`src/design/eif_pkg.sv`:
```
/*
  Constants and carrier types for the external interrupt filter, mask and
  pending block. Assumes a 32-bit register port addressed by byte address.
*/
package eif_pkg;

  // Register byte addresses
  localparam logic [31:0] ADDR_TRIG_UPPER  = 32'h5600_0090;
  localparam logic [31:0] ADDR_FLT_RSVD_A  = 32'h5600_0094;
  localparam logic [31:0] ADDR_FLT_RSVD_B  = 32'h5600_0098;
  localparam logic [31:0] ADDR_FLT_LOWER   = 32'h5600_009c;
  localparam logic [31:0] ADDR_FLT_UPPER   = 32'h4c60_00a0;
  localparam logic [31:0] ADDR_MASK        = 32'h5600_00a4;
  localparam logic [31:0] ADDR_PEND        = 32'h5600_00a8;

  // Reset values
  localparam logic [31:0] RST_TRIG         = 32'h0000_0000;
  localparam logic [31:0] RST_FLT          = 32'h0000_0000;
  localparam logic [31:0] RST_MASK         = 32'h000f_fff0;
  localparam logic [31:0] RST_PEND         = 32'h0000_0000;
  // Idle pin level; filtered and previous levels reset to it
  localparam logic        PIN_IDLE         = 1'b1;

  // Implemented bits of mask and pending: lines 4 to 23
  localparam logic [31:0] LINE_BITS        = 32'h00ff_fff0;

  // Line counts and field layout
  localparam int          N_UP             = 8;
  localparam int          N_LO             = 12;
  localparam int          FIRST_UP         = 16;
  localparam int          FIRST_LO         = 4;
  localparam int          TRIG_STRIDE      = 4;
  localparam int          TRIG_W           = 3;
  localparam int          FEN_POS          = 3;
  localparam int          FLT_STRIDE       = 8;
  localparam int          FW_W             = 7;
  localparam int          FSEL_POS         = 7;

  // Trigger code classes (upper two bits decide edges)
  localparam logic [2:0]  TRIG_LOW         = 3'h0;
  localparam logic [2:0]  TRIG_HIGH        = 3'h1;
  localparam logic [1:0]  TRIG_FALL        = 2'h1;
  localparam logic [1:0]  TRIG_RISE        = 2'h2;
  localparam logic [1:0]  TRIG_BOTH        = 2'h3;

  typedef struct packed {
    logic [31:0] addr;
    logic [31:0] wdata;
    logic        wr;
    logic        rd;
  } eif_bus_req_t;

endpackage : eif_pkg

```
`src/design/eif_ext_irq.sv`:
```
/*
  External interrupt lines 4 to 23: trigger decode and digital noise filter
  for lines 16 to 23, mask and write-1-to-clear pending for lines 4 to 23,
  and one combined interrupt output.
  Assumes all inputs synchronous to core_clk; lines 4 to 15 arrive as
  already-decoded request levels from the lower trigger logic.
  Pins of lines 16 to 23 are taken to idle high, so the filtered level
  starts there and reset alone never looks like a request.
*/
// The plain strobed port is this design's own decision.
`timescale 1ns/100ps
module eif_ext_irq (
  input  wire logic                 core_clk,
  input  wire logic                 sys_rst,
  input  wire eif_pkg::eif_bus_req_t bus_req,
  output logic [31:0]               bus_rdata,
  input  wire logic [7:0]           ext_irq_pin,
  input  wire logic [11:0]          ext_irq_req_lo,
  input  wire logic                 filter_alt_clk,
  output logic                      irq_out
);

  logic [31:0] trig_reg;
  logic [31:0] trig_next;
  logic [31:0] flt_lo_reg;
  logic [31:0] flt_lo_next;
  logic [31:0] flt_hi_reg;
  logic [31:0] flt_hi_next;
  logic [31:0] mask_reg;
  logic [31:0] mask_next;
  logic [31:0] pend_reg;
  logic [31:0] pend_next;
  logic [31:0] rdata_reg;
  logic [31:0] rdata_next;
  logic        irq_reg;
  logic        irq_next;
  logic        alt_d_reg;
  logic        alt_tick;
  logic [63:0] flt_all;
  logic [7:0]  req_hi;
  logic [31:0] req_vec;

  assign flt_all  = {flt_hi_reg, flt_lo_reg};
  assign alt_tick = filter_alt_clk & ~alt_d_reg;

  // Per-line filter and trigger decode for lines 16 to 23
  for (genvar i = 0; i < eif_pkg::N_UP; i++) begin : g_line
    logic [2:0] code;
    logic       fen;
    logic       fsel;
    logic [6:0] fwidth;
    logic       tick;
    logic [6:0] cnt_reg;
    logic [6:0] cnt_next;
    logic       lvl_reg;
    logic       lvl_next;
    logic       prev_reg;
    logic       prev_next;
    logic       hit;

    assign code   = trig_reg[i*eif_pkg::TRIG_STRIDE +: eif_pkg::TRIG_W];
    assign fen    = trig_reg[i*eif_pkg::TRIG_STRIDE + eif_pkg::FEN_POS];
    assign fwidth = flt_all[i*eif_pkg::FLT_STRIDE +: eif_pkg::FW_W];
    assign fsel   = flt_all[i*eif_pkg::FLT_STRIDE + eif_pkg::FSEL_POS];
    assign tick   = fsel ? alt_tick : 1'b1;

    always_comb begin
      cnt_next  = cnt_reg;
      lvl_next  = lvl_reg;
      prev_next = lvl_reg;
      if (ext_irq_pin[i] == lvl_reg) begin
        cnt_next = 7'h00;
      end else if (!fen) begin
        lvl_next = ext_irq_pin[i];
        cnt_next = 7'h00;
      end else if (tick) begin
        if (cnt_reg + 7'h01 >= fwidth) begin
          lvl_next = ext_irq_pin[i];
          cnt_next = 7'h00;
        end else begin
          cnt_next = cnt_reg + 7'h01;
        end
      end
    end

    always_comb begin
      hit = 1'b0;
      if (code == eif_pkg::TRIG_LOW) begin
        hit = ~lvl_reg;
      end else if (code == eif_pkg::TRIG_HIGH) begin
        hit = lvl_reg;
      end else if (code[2:1] == eif_pkg::TRIG_FALL) begin
        hit = prev_reg & ~lvl_reg;
      end else if (code[2:1] == eif_pkg::TRIG_RISE) begin
        hit = ~prev_reg & lvl_reg;
      end else begin
        hit = prev_reg ^ lvl_reg;
      end
    end

    assign req_hi[i] = hit;

    always_ff @(posedge core_clk) begin
      if (sys_rst) begin
        // Start at the idle level: no false edge or level hit after reset
        cnt_reg  <= 7'h00;
        lvl_reg  <= eif_pkg::PIN_IDLE;
        prev_reg <= eif_pkg::PIN_IDLE;
      end else begin
        cnt_reg  <= cnt_next;
        lvl_reg  <= lvl_next;
        prev_reg <= prev_next;
      end
    end
  end

  assign req_vec = {8'h00, req_hi, ext_irq_req_lo, 4'h0};

  // Register selects from the full byte address; reserved and unmapped
  // words select nothing, so they read zero and ignore writes
  logic sel_trig;
  logic sel_flt_lo;
  logic sel_flt_hi;
  logic sel_mask;
  logic sel_pend;

  always_comb begin
    sel_trig   = 1'b0;
    sel_flt_lo = 1'b0;
    sel_flt_hi = 1'b0;
    sel_mask   = 1'b0;
    sel_pend   = 1'b0;
    if (bus_req.addr == eif_pkg::ADDR_TRIG_UPPER) begin
      sel_trig = 1'b1;
    end else if (bus_req.addr == eif_pkg::ADDR_FLT_LOWER) begin
      sel_flt_lo = 1'b1;
    end else if (bus_req.addr == eif_pkg::ADDR_FLT_UPPER) begin
      sel_flt_hi = 1'b1;
    end else if (bus_req.addr == eif_pkg::ADDR_MASK) begin
      sel_mask = 1'b1;
    end else if (bus_req.addr == eif_pkg::ADDR_PEND) begin
      sel_pend = 1'b1;
    end
  end

  // Trigger codes and filter enables of lines 16 to 23
  always_comb begin
    trig_next = trig_reg;
    if (bus_req.wr && sel_trig) begin
      trig_next = bus_req.wdata;
    end
  end

  always_ff @(posedge core_clk) begin
    if (sys_rst) begin
      trig_reg <= eif_pkg::RST_TRIG;
    end else begin
      trig_reg <= trig_next;
    end
  end

  // Filter clock selects and widths: low word lines 16 to 19, high 20 to 23
  always_comb begin
    flt_lo_next = flt_lo_reg;
    flt_hi_next = flt_hi_reg;
    if (bus_req.wr && sel_flt_lo) begin
      flt_lo_next = bus_req.wdata;
    end
    if (bus_req.wr && sel_flt_hi) begin
      flt_hi_next = bus_req.wdata;
    end
  end

  always_ff @(posedge core_clk) begin
    if (sys_rst) begin
      flt_lo_reg <= eif_pkg::RST_FLT;
      flt_hi_reg <= eif_pkg::RST_FLT;
    end else begin
      flt_lo_reg <= flt_lo_next;
      flt_hi_reg <= flt_hi_next;
    end
  end

  // Mask, a one masks; bits outside lines 4 to 23 are held at zero
  always_comb begin
    mask_next = mask_reg;
    if (bus_req.wr && sel_mask) begin
      mask_next = bus_req.wdata & eif_pkg::LINE_BITS;
    end
  end

  always_ff @(posedge core_clk) begin
    if (sys_rst) begin
      mask_reg <= eif_pkg::RST_MASK;
    end else begin
      mask_reg <= mask_next;
    end
  end

  // Pending: write one to clear; a request in the same cycle wins
  always_comb begin
    pend_next = pend_reg;
    if (bus_req.wr && sel_pend) begin
      pend_next = pend_reg & ~bus_req.wdata;
    end
    pend_next = pend_next | (req_vec & eif_pkg::LINE_BITS);
  end

  always_ff @(posedge core_clk) begin
    if (sys_rst) begin
      pend_reg <= eif_pkg::RST_PEND;
    end else begin
      pend_reg <= pend_next;
    end
  end

  // Read data stands one cycle after the read strobe, zero otherwise
  always_comb begin
    rdata_next = 32'h0000_0000;
    if (bus_req.rd) begin
      if (sel_trig) begin
        rdata_next = trig_reg;
      end else if (sel_flt_lo) begin
        rdata_next = flt_lo_reg;
      end else if (sel_flt_hi) begin
        rdata_next = flt_hi_reg;
      end else if (sel_mask) begin
        rdata_next = mask_reg;
      end else if (sel_pend) begin
        rdata_next = pend_reg;
      end
    end
  end

  always_ff @(posedge core_clk) begin
    if (sys_rst) begin
      rdata_reg <= 32'h0000_0000;
    end else begin
      rdata_reg <= rdata_next;
    end
  end

  // Combined request from the next pending and mask values, so a clear
  // or a mask write drops it at the very edge that takes the write
  always_comb begin
    irq_next = |(pend_next & ~mask_next & eif_pkg::LINE_BITS);
  end

  always_ff @(posedge core_clk) begin
    if (sys_rst) begin
      irq_reg <= 1'b0;
    end else begin
      irq_reg <= irq_next;
    end
  end

  // Last sample of the alternate filter clock; idles low like the clock
  always_ff @(posedge core_clk) begin
    if (sys_rst) begin
      alt_d_reg <= 1'b0;
    end else begin
      alt_d_reg <= filter_alt_clk;
    end
  end

  assign bus_rdata = rdata_reg;
  assign irq_out   = irq_reg;

endmodule : eif_ext_irq

```
`config.mk`:
```
export PLATFORM = sky130hd
export DESIGN_NAME = eif_ext_irq
export DESIGN_NICKNAME = d
export VERILOG_FILES = /design/src/design/eif_pkg.sv /design/src/design/eif_ext_irq.sv
export SDC_FILE = /design/constraint.sdc
export NUM_CORES = 1
export LEC_CHECK = 0
export ABC_AREA = 1
export BUFFER_PORTS_ARGS = -buffer_cell sky130_fd_sc_hd__buf_2
export CAP_MARGIN = 15
export CORE_MARGIN = 2
export CORE_UTILIZATION = 30
export DETAILED_ROUTE_END_ITERATION = 12
export SKIP_CTS_REPAIR_TIMING = 1
export SYNTH_ARGS = -nofsm -noshare
export SYNTH_HDL_FRONTEND = slang
export SYNTH_SLANG_ARGS = --single-unit
```
`constraint.sdc`:
```
create_clock -name core_clk -period 2.45 [get_ports core_clk]
set_input_delay 0.3675 -clock core_clk [delete_from_list [all_inputs] [get_ports core_clk]]
set_output_delay 0.3675 -clock core_clk [all_outputs]
set_load 0.01 [all_outputs]
```
==> metrics.yaml, run 1 <==
outcome:
  status: "completed"
die:
  placeableCoreArea_um2: 42900
  die_h_um: 212
  initial_core_util: 0.303
  ioPinCount: 122
  die_w_um: 212
  std_cell_rows: 76
  dieArea_um2: 45000
setup_path:
  end_kind: "flop"
  rr_worst_depth: 13
  path_buf_inv: 3
  max_stage_delay_ps: 370
  required_ps: 2930
  path_depth: 13
  arrival_ps: 2770
  worstPathMaxFanout: 6
  crit_top_cell: "nand3_1"
  crit_family: "adder cells"
  cp_cell_sequence: "ha_2, nand3_1, nand3b_1, xor2_1, inv_1, ha_1, a21oi_1, o21a_1, nand3_1, inv_2, buf_4, nand3_1, a21oi_1"
  slowest_stage: "dfxtp_2"
  critPathLaunchType: "flop"
  crit_type: "reg -> reg"
sta:
  layout_min_cycle_time_ps: 2290
  maxSlewViolCount: 0
  setup_tns_ps: 0
  post-route-period-util: 0.935
  max_freq_ghz: 0.437
  hold_violations: 0
  setup-violations-final: 0
  skew_ps: 12.9
  maxSlewHeadroom: 0.579
  worst_slew_pin_slew_ps: 629
  grt_setup_unrepaired: "yes"
  setup_ws_ps: 160
placed_design:
  place.gp.congestion: 0.872
  dp_slack_ps: -5.88
  io_buffer_count: 121
  dp_hpwl_mm: 29.2
  placed_cell_area_um2: 14500
detailed_routing:
  route.detailed.drc: 0
  viasPerCell: 4.93
  wl_mm: 39.6
  wl_per_cell_um: 15.7
  ant_nets: 0
  first_pass_iters: 5
  drt-initial-drc-count: 944
  vias: 12500
synth:
  synth_warnings: 0
  syn-mean-instance-area_um2: 7.33
  ys_seq_area_frac: 0.398
  syn_area_um2: 13000
  synth.distinct_cells: 37
  synthCells: 1772
  ys_ff_latch: 258
  syn_nets: 1941
clocking:
  cts_tree: "done"
  clock-root-buffer: "clkbuf_16"
  clkTransAtPathRegs_ps: 60
  clockBufferDepth: 3
  cts_sinks: 258
  cts-buffers-inserted: 31
  clk_latency_ps: 570
  htree_levels: 1
cells_and_area:
  final_net_count: 2086
  largest_register_ffs: 56
  seq_area_um2: 5180
  final_util: 0.367
  synthToLayoutAreaGrowth_pct: 21.3
  drive_gt1_frac: 0.157
  final_area_um2: 15800
  fillers: 4482
  multi_input_area_um2: 6830
hold_path:
  worstHoldPathType: "in -> reg"
  holdPathStages: 3
flow_run:
  drv_cap: 0
global_routing:
  grt_pass1_wl_mm: 61.8
  grt_start_max_net_pins: 65
  overflow: 0
  antenna_found_initial: 1
  grt_usage: 0.173
  grt_pass1_vias: 11800
power:
  powerDensity_nw_per_um2: 594
  power_leakage_nw: 6.90
  ir_worst_vdd_mv: 0.507
==> logic make-up (layout without fill, tap and decap cells) <==
logic type | after synthesis | in the layout | synth area share
AO/OA/AOI/OAI | 463 | 463 | 0.197
adder cells (fa/ha/maj) | 80 | 80 | 0.0771
XOR/XNOR | 40 | 40 | 0.0270
AND/OR/NAND/NOR | 632 | 632 | 0.210
buffers and inverters | 299 | 468 | 0.0907
other | 0 | 1 | 0
flip-flops | 258 | 258 | 0.398
==> report_power, final <==
group          internal, mW  leakage [nW]  switching (mW)  total, mW
clock                  2.77         0.518            1.92       4.69
sequential             4.23          2.09          0.0243       4.26
combinational         0.142          4.29           0.272      0.415
==> worst reg2reg max path: stages (launching register included) <==
cell,delay [ps]
dfxtp_2,370
ha_2,200
nand3_1,120
nand3b_1,200
xor2_1,140
inv_1,70
ha_1,310
a21oi_1,130
o21a_1,130
nand3_1,100
inv_2,80
buf_4,140
nand3_1,70
a21oi_1,150
==> routing by layer <==
metal / up-vias / share of wire / global-route usage
li1: 6245 / - / -
met1: 5821 / 0.45 / 0.223
met2: 317 / 0.46 / 0.288
met3: 68 / 0.060 / 0.0349
met4: 0 / 0.028 / 0.0600
met5: - / 0 / 0
==> synthesized netlist by cell type <==
cell type  number  area share
nand3b_1       21       0.012
clkinv_1        2     0.00058
nor2_8          1      0.0015
nand2_4         1     0.00087
buf_2          16      0.0062
nand2_2         2     0.00096
o21a_1          8      0.0046
a211oi_1       22       0.013
a41oi_1         8      0.0054
clkbuf_1       41       0.012
nand3_4         1      0.0013
a31oi_1        30       0.014
dfxtp_1       258        0.40
nor2_2          7      0.0034
buf_6           4      0.0035
ha_1           80       0.077
buf_4           1     0.00058
nor3_1         26       0.010
or2_2           4      0.0019
o21ai_1        33       0.013
nor2_1        142       0.041
nor2_4          1     0.00087
buf_1           3     0.00087
a21oi_1       192       0.074
a221oi_1       13      0.0088
o211ai_1       16      0.0092
nand4_1        27       0.013
o21ai_0       132       0.051
o22ai_1         8      0.0039
clkbuf_2        1     0.00038
xnor2_1        15       0.010
inv_2           9      0.0026
nand2_1       317       0.092
a22o_1          1     0.00067
inv_1         222       0.064
xor2_1         25       0.017
nand3_1        82       0.032
==> placed cells by master, fill, tap and decap left out, types with 22 or more instances in the layout <==
| cell | n |
|---|---|
| nand2_1 | 315 |
| dfxtp_1 | 249 |
| inv_1 | 220 |
| a21oi_1 | 183 |
| nor2_1 | 139 |
| o21ai_0 | 129 |
| buf_2 | 121 |
| nand3_1 | 80 |
| ha_1 | 69 |
| buf_4 | 52 |
| o21ai_1 | 36 |
| clkbuf_16 | 31 |
| a31oi_1 | 30 |
| nand4_1 | 27 |
| nor3_1 | 26 |
| xor2_1 | 25 |
| a211oi_1 | 22 |
==> path summary, 6_finish.rpt <==
kind,startpoint,to,slack [ps]
max,g_line[6].cnt_reg[0],g_line[6].cnt_reg[1],160
min,ext_irq_pin[6],g_line[6].lvl_reg,40
max reg2reg,g_line[6].cnt_reg[0],g_line[6].cnt_reg[1],160
min reg2reg,mask_reg[0],mask_reg[0],450
==> stage by stage <==
| stage | cells | hold WS (ps) | power [mW] |
|---|---|---|---|
| detailed placement | 2468 | 433 | 4.76 |
| floorplan | 1772 | 416 | 4.55 |
| global placement | 2468 | 427 | 4.75 |
| CTS | 2525 | 27.4 | 9.44 |
| finish | 2527 | 43.0 | 9.36 |
| global route | 2527 | 56.8 | 9.66 |
==> final cells by class <==
class / count / area share
diodes: 1 / 0.000159
clock buffers: 40 / 0.0565
clock inverters: 17 / 0.0102
multi-input cells: 1215 / 0.433
repair buffers: 178 / 0.0696
flip-flops and latches: 258 / 0.328
inverters: 233 / 0.0555
well taps: 585 / 0.0464
Power figures use the tool's default switching activity.
==> run 2: changes to the inputs <==
--- a/config.mk
+++ b/config.mk
@@ -11,6 +11,7 @@
 export CORE_MARGIN = 2
 export CORE_UTILIZATION = 30
 export DETAILED_ROUTE_END_ITERATION = 12
+export REMOVE_ABC_BUFFERS = 1
 export SKIP_CTS_REPAIR_TIMING = 1
 export SYNTH_ARGS = -nofsm -noshare
 export SYNTH_HDL_FRONTEND = slang
==> run 2 against run 1 <==
Against the previous run:
- total power is 0.89% lower
- clock power is 2% lower
- register-to-register slack hardly changed
- via count is 0.57% lower
- count of clock-buffer cells in the layout is 4 higher
- global-route usage is 0.12 points higher
- worst hold slack worse by 0.83 ps
- utilization is 0.48 points lower
- non-clock buffer count is 2 lower
- sequential share of layout area is 0.42 points higher
- combinational power is 2% higher
- cell count is 0.32% lower
- highest routed layer is now met5
==> metrics.yaml, run 2 (synthesis results as in run 1) <==
clocking:
  clk_latency_ps: 560  # was 570 ps
  cts-buffers-inserted: 28  # was 31
  clockBufferDepth: 3  # unchanged
  htree_levels: 1  # unchanged
  clock-root-buffer: "clkbuf_16"  # unchanged
  cts_tree: "done"  # unchanged
  clkTransAtPathRegs_ps: 60  # about the same
  cts_sinks: 258  # unchanged
sta:
  maxSlewHeadroom: 0.589  # was 0.579
  setup_ws_ps: 170  # was 160 ps
  setup_tns_ps: 0  # unchanged
  hold_violations: 0  # unchanged
  skew_ps: 15.6  # was 12.9 ps
  worst_slew_pin_slew_ps: 613  # was 629 ps
  maxSlewViolCount: 0  # unchanged
  setup-violations-final: 0  # unchanged
  max_freq_ghz: 0.439  # was 0.437 GHz
  post-route-period-util: 0.931  # was 0.935
  layout_min_cycle_time_ps: 2280  # was 2290 ps
global_routing:
  grt_usage: 0.174  # was 0.173
  antenna_found_initial: 2  # was 1
  grt_pass1_vias: 11800  # about the same
  overflow: 0  # unchanged
  grt_start_max_net_pins: 39  # was 65
  grt_pass1_wl_mm: 62.5  # was 61.8 mm
power:
  ir_worst_vdd_mv: 0.501  # was 0.507 mV
  power_leakage_nw: 6.82  # was 6.90 nW
  powerDensity_nw_per_um2: 596  # was 594 nW/µm²
  finalPower_mw: 9.28  # was 9.36 mW
cells_and_area:
  multi_input_area_um2: 6710  # was 6830 µm²
  synthToLayoutAreaGrowth_pct: 19.8  # was 21.3%
  num_antenna_cells: 0  # was 1
  layout_commonest_cell: "nand2_1"  # unchanged
  final_area_um2: 15600  # was 15800 µm²
  seq_area_um2: 5170  # was 5180 µm²
  drive_gt1_frac: 0.139  # was 0.157
  fillers: 4455  # was 4482
  largest_register_ffs: 56  # unchanged
  final_util: 0.363  # was 0.367
  final_net_count: 2081  # was 2086
  mostFrequentLayoutCells: "nand2_1 (316), dfxtp_1 (252), inv_1 (221)"  # was nand2_1 (315), dfxtp_1 (249), inv_1 (220)
setup_path:
  cp_cell_sequence: "ha_2, nand3_1, nand3b_1, xnor2_2, ha_1, a21oi_2, o21a_1, nand3_1, nand2_1, nand2_1, a21oi_1, o21ai_0"  # was ha_2, nand3_1, nand3b_1, xor2_1, inv_1, ha_1, a21oi_1, o21a_1, nand3_1, inv_2, buf_4, nand3_1, a21oi_1
  crit_type: "reg -> reg"  # unchanged
  critPathLaunchType: "flop"  # unchanged
  required_ps: 2890  # was 2930 ps
  end_kind: "flop"  # unchanged
  worstPathMaxFanout: 3  # was 6
  max_stage_delay_ps: 350  # was 370 ps
  arrival_ps: 2720  # was 2770 ps
  slowest_stage: "dfxtp_1"  # was dfxtp_2
die:
  ioPinCount: 122  # unchanged
  die_h_um: 212  # unchanged
  placeableCoreArea_um2: 42900  # unchanged
  dieArea_um2: 45000  # unchanged
  die_w_um: 212  # unchanged
  std_cell_rows: 76  # unchanged
  initial_core_util: 0.303  # unchanged
outcome:
  status: "completed"  # unchanged
hold_path:
  worstHoldPathType: "in -> reg"  # unchanged
detailed_routing:
  route.detailed.drc: 0  # unchanged
  wl_mm: 39.4  # was 39.6 mm
  wl_per_cell_um: 15.6  # was 15.7 µm
  viasPerCell: 4.91  # was 4.93
  first_pass_iters: 6  # was 5
  ant_nets: 0  # unchanged
  vias: 12400  # was 12.5k
  drt-initial-drc-count: 851  # was 944
placed_design:
  dp_hpwl_mm: 28.7  # was 29.2 mm
  placed_cell_area_um2: 14500  # about the same
  place.gp.congestion: 0.852  # was 0.872
  dp_slack_ps: 130  # was -5.88 ps
  io_buffer_count: 121  # unchanged
flow_run:
  drv_cap: 0  # unchanged
## run 2: worst paths after layout
kind | startpoint | endpoint | slack, ps | depth (start not counted)
max | g_line[2].cnt_reg[1] | g_line[2].lvl_reg | 170 | 12
min reg2reg | mask_reg[2] | mask_reg[2] | 440 | 2
max reg2reg | g_line[2].cnt_reg[1] | g_line[2].lvl_reg | 170 | 12
min | filter_alt_clk | alt_d_reg | 40 | 3
## run 2: layout make-up
| cell class | count | share of cell area |
|---|---|---|
| clock buffers | 44 | 0.0554 |
| repair buffers | 176 | 0.0679 |
| flip-flops and latches | 258 | 0.333 |
| inverters | 233 | 0.0562 |
| well taps | 585 | 0.0471 |
| clock inverters | 8 | 0.00933 |
| multi-input cells | 1215 | 0.431 |
## run 2: report_power, final
part	switching [mW]	internal [mW]	total (mW)
clock	1.77	2.83	4.60
combinational	0.282	0.143	0.424
sequential	0.0237	4.23	4.26
## run 2: routing by layer
| metal | global-route usage | part of all wire |
|---|---|---|
| met5 | 0 | 0.00074 |
| met4 | 0.0478 | 0.025 |
| met3 | 0.0225 | 0.052 |
| met2 | 0.301 | 0.48 |
| met1 | 0.228 | 0.45 |
## run 2: stage by stage
step                      std cells  hold slack (ps)
after floorplan                1706              414
final                          2519             42.2
after detailed placement       2467              432
after global routing           2519             42.7
after CTS                      2519             21.9
after global placement         2467              426
## run 2: worst max-delay path: cells and delay by family, from the launching register on
| family | cells | cell delay [ps] |
|---|---|---|
| AOI/OAI and AO/OA | 4 | 480 |
| DFF | 1 | 350 |
| and+or+nand+nor | 5 | 630 |
| xor gates and xnor gates | 1 | 180 |
| adders and majority gates | 2 | 520 |
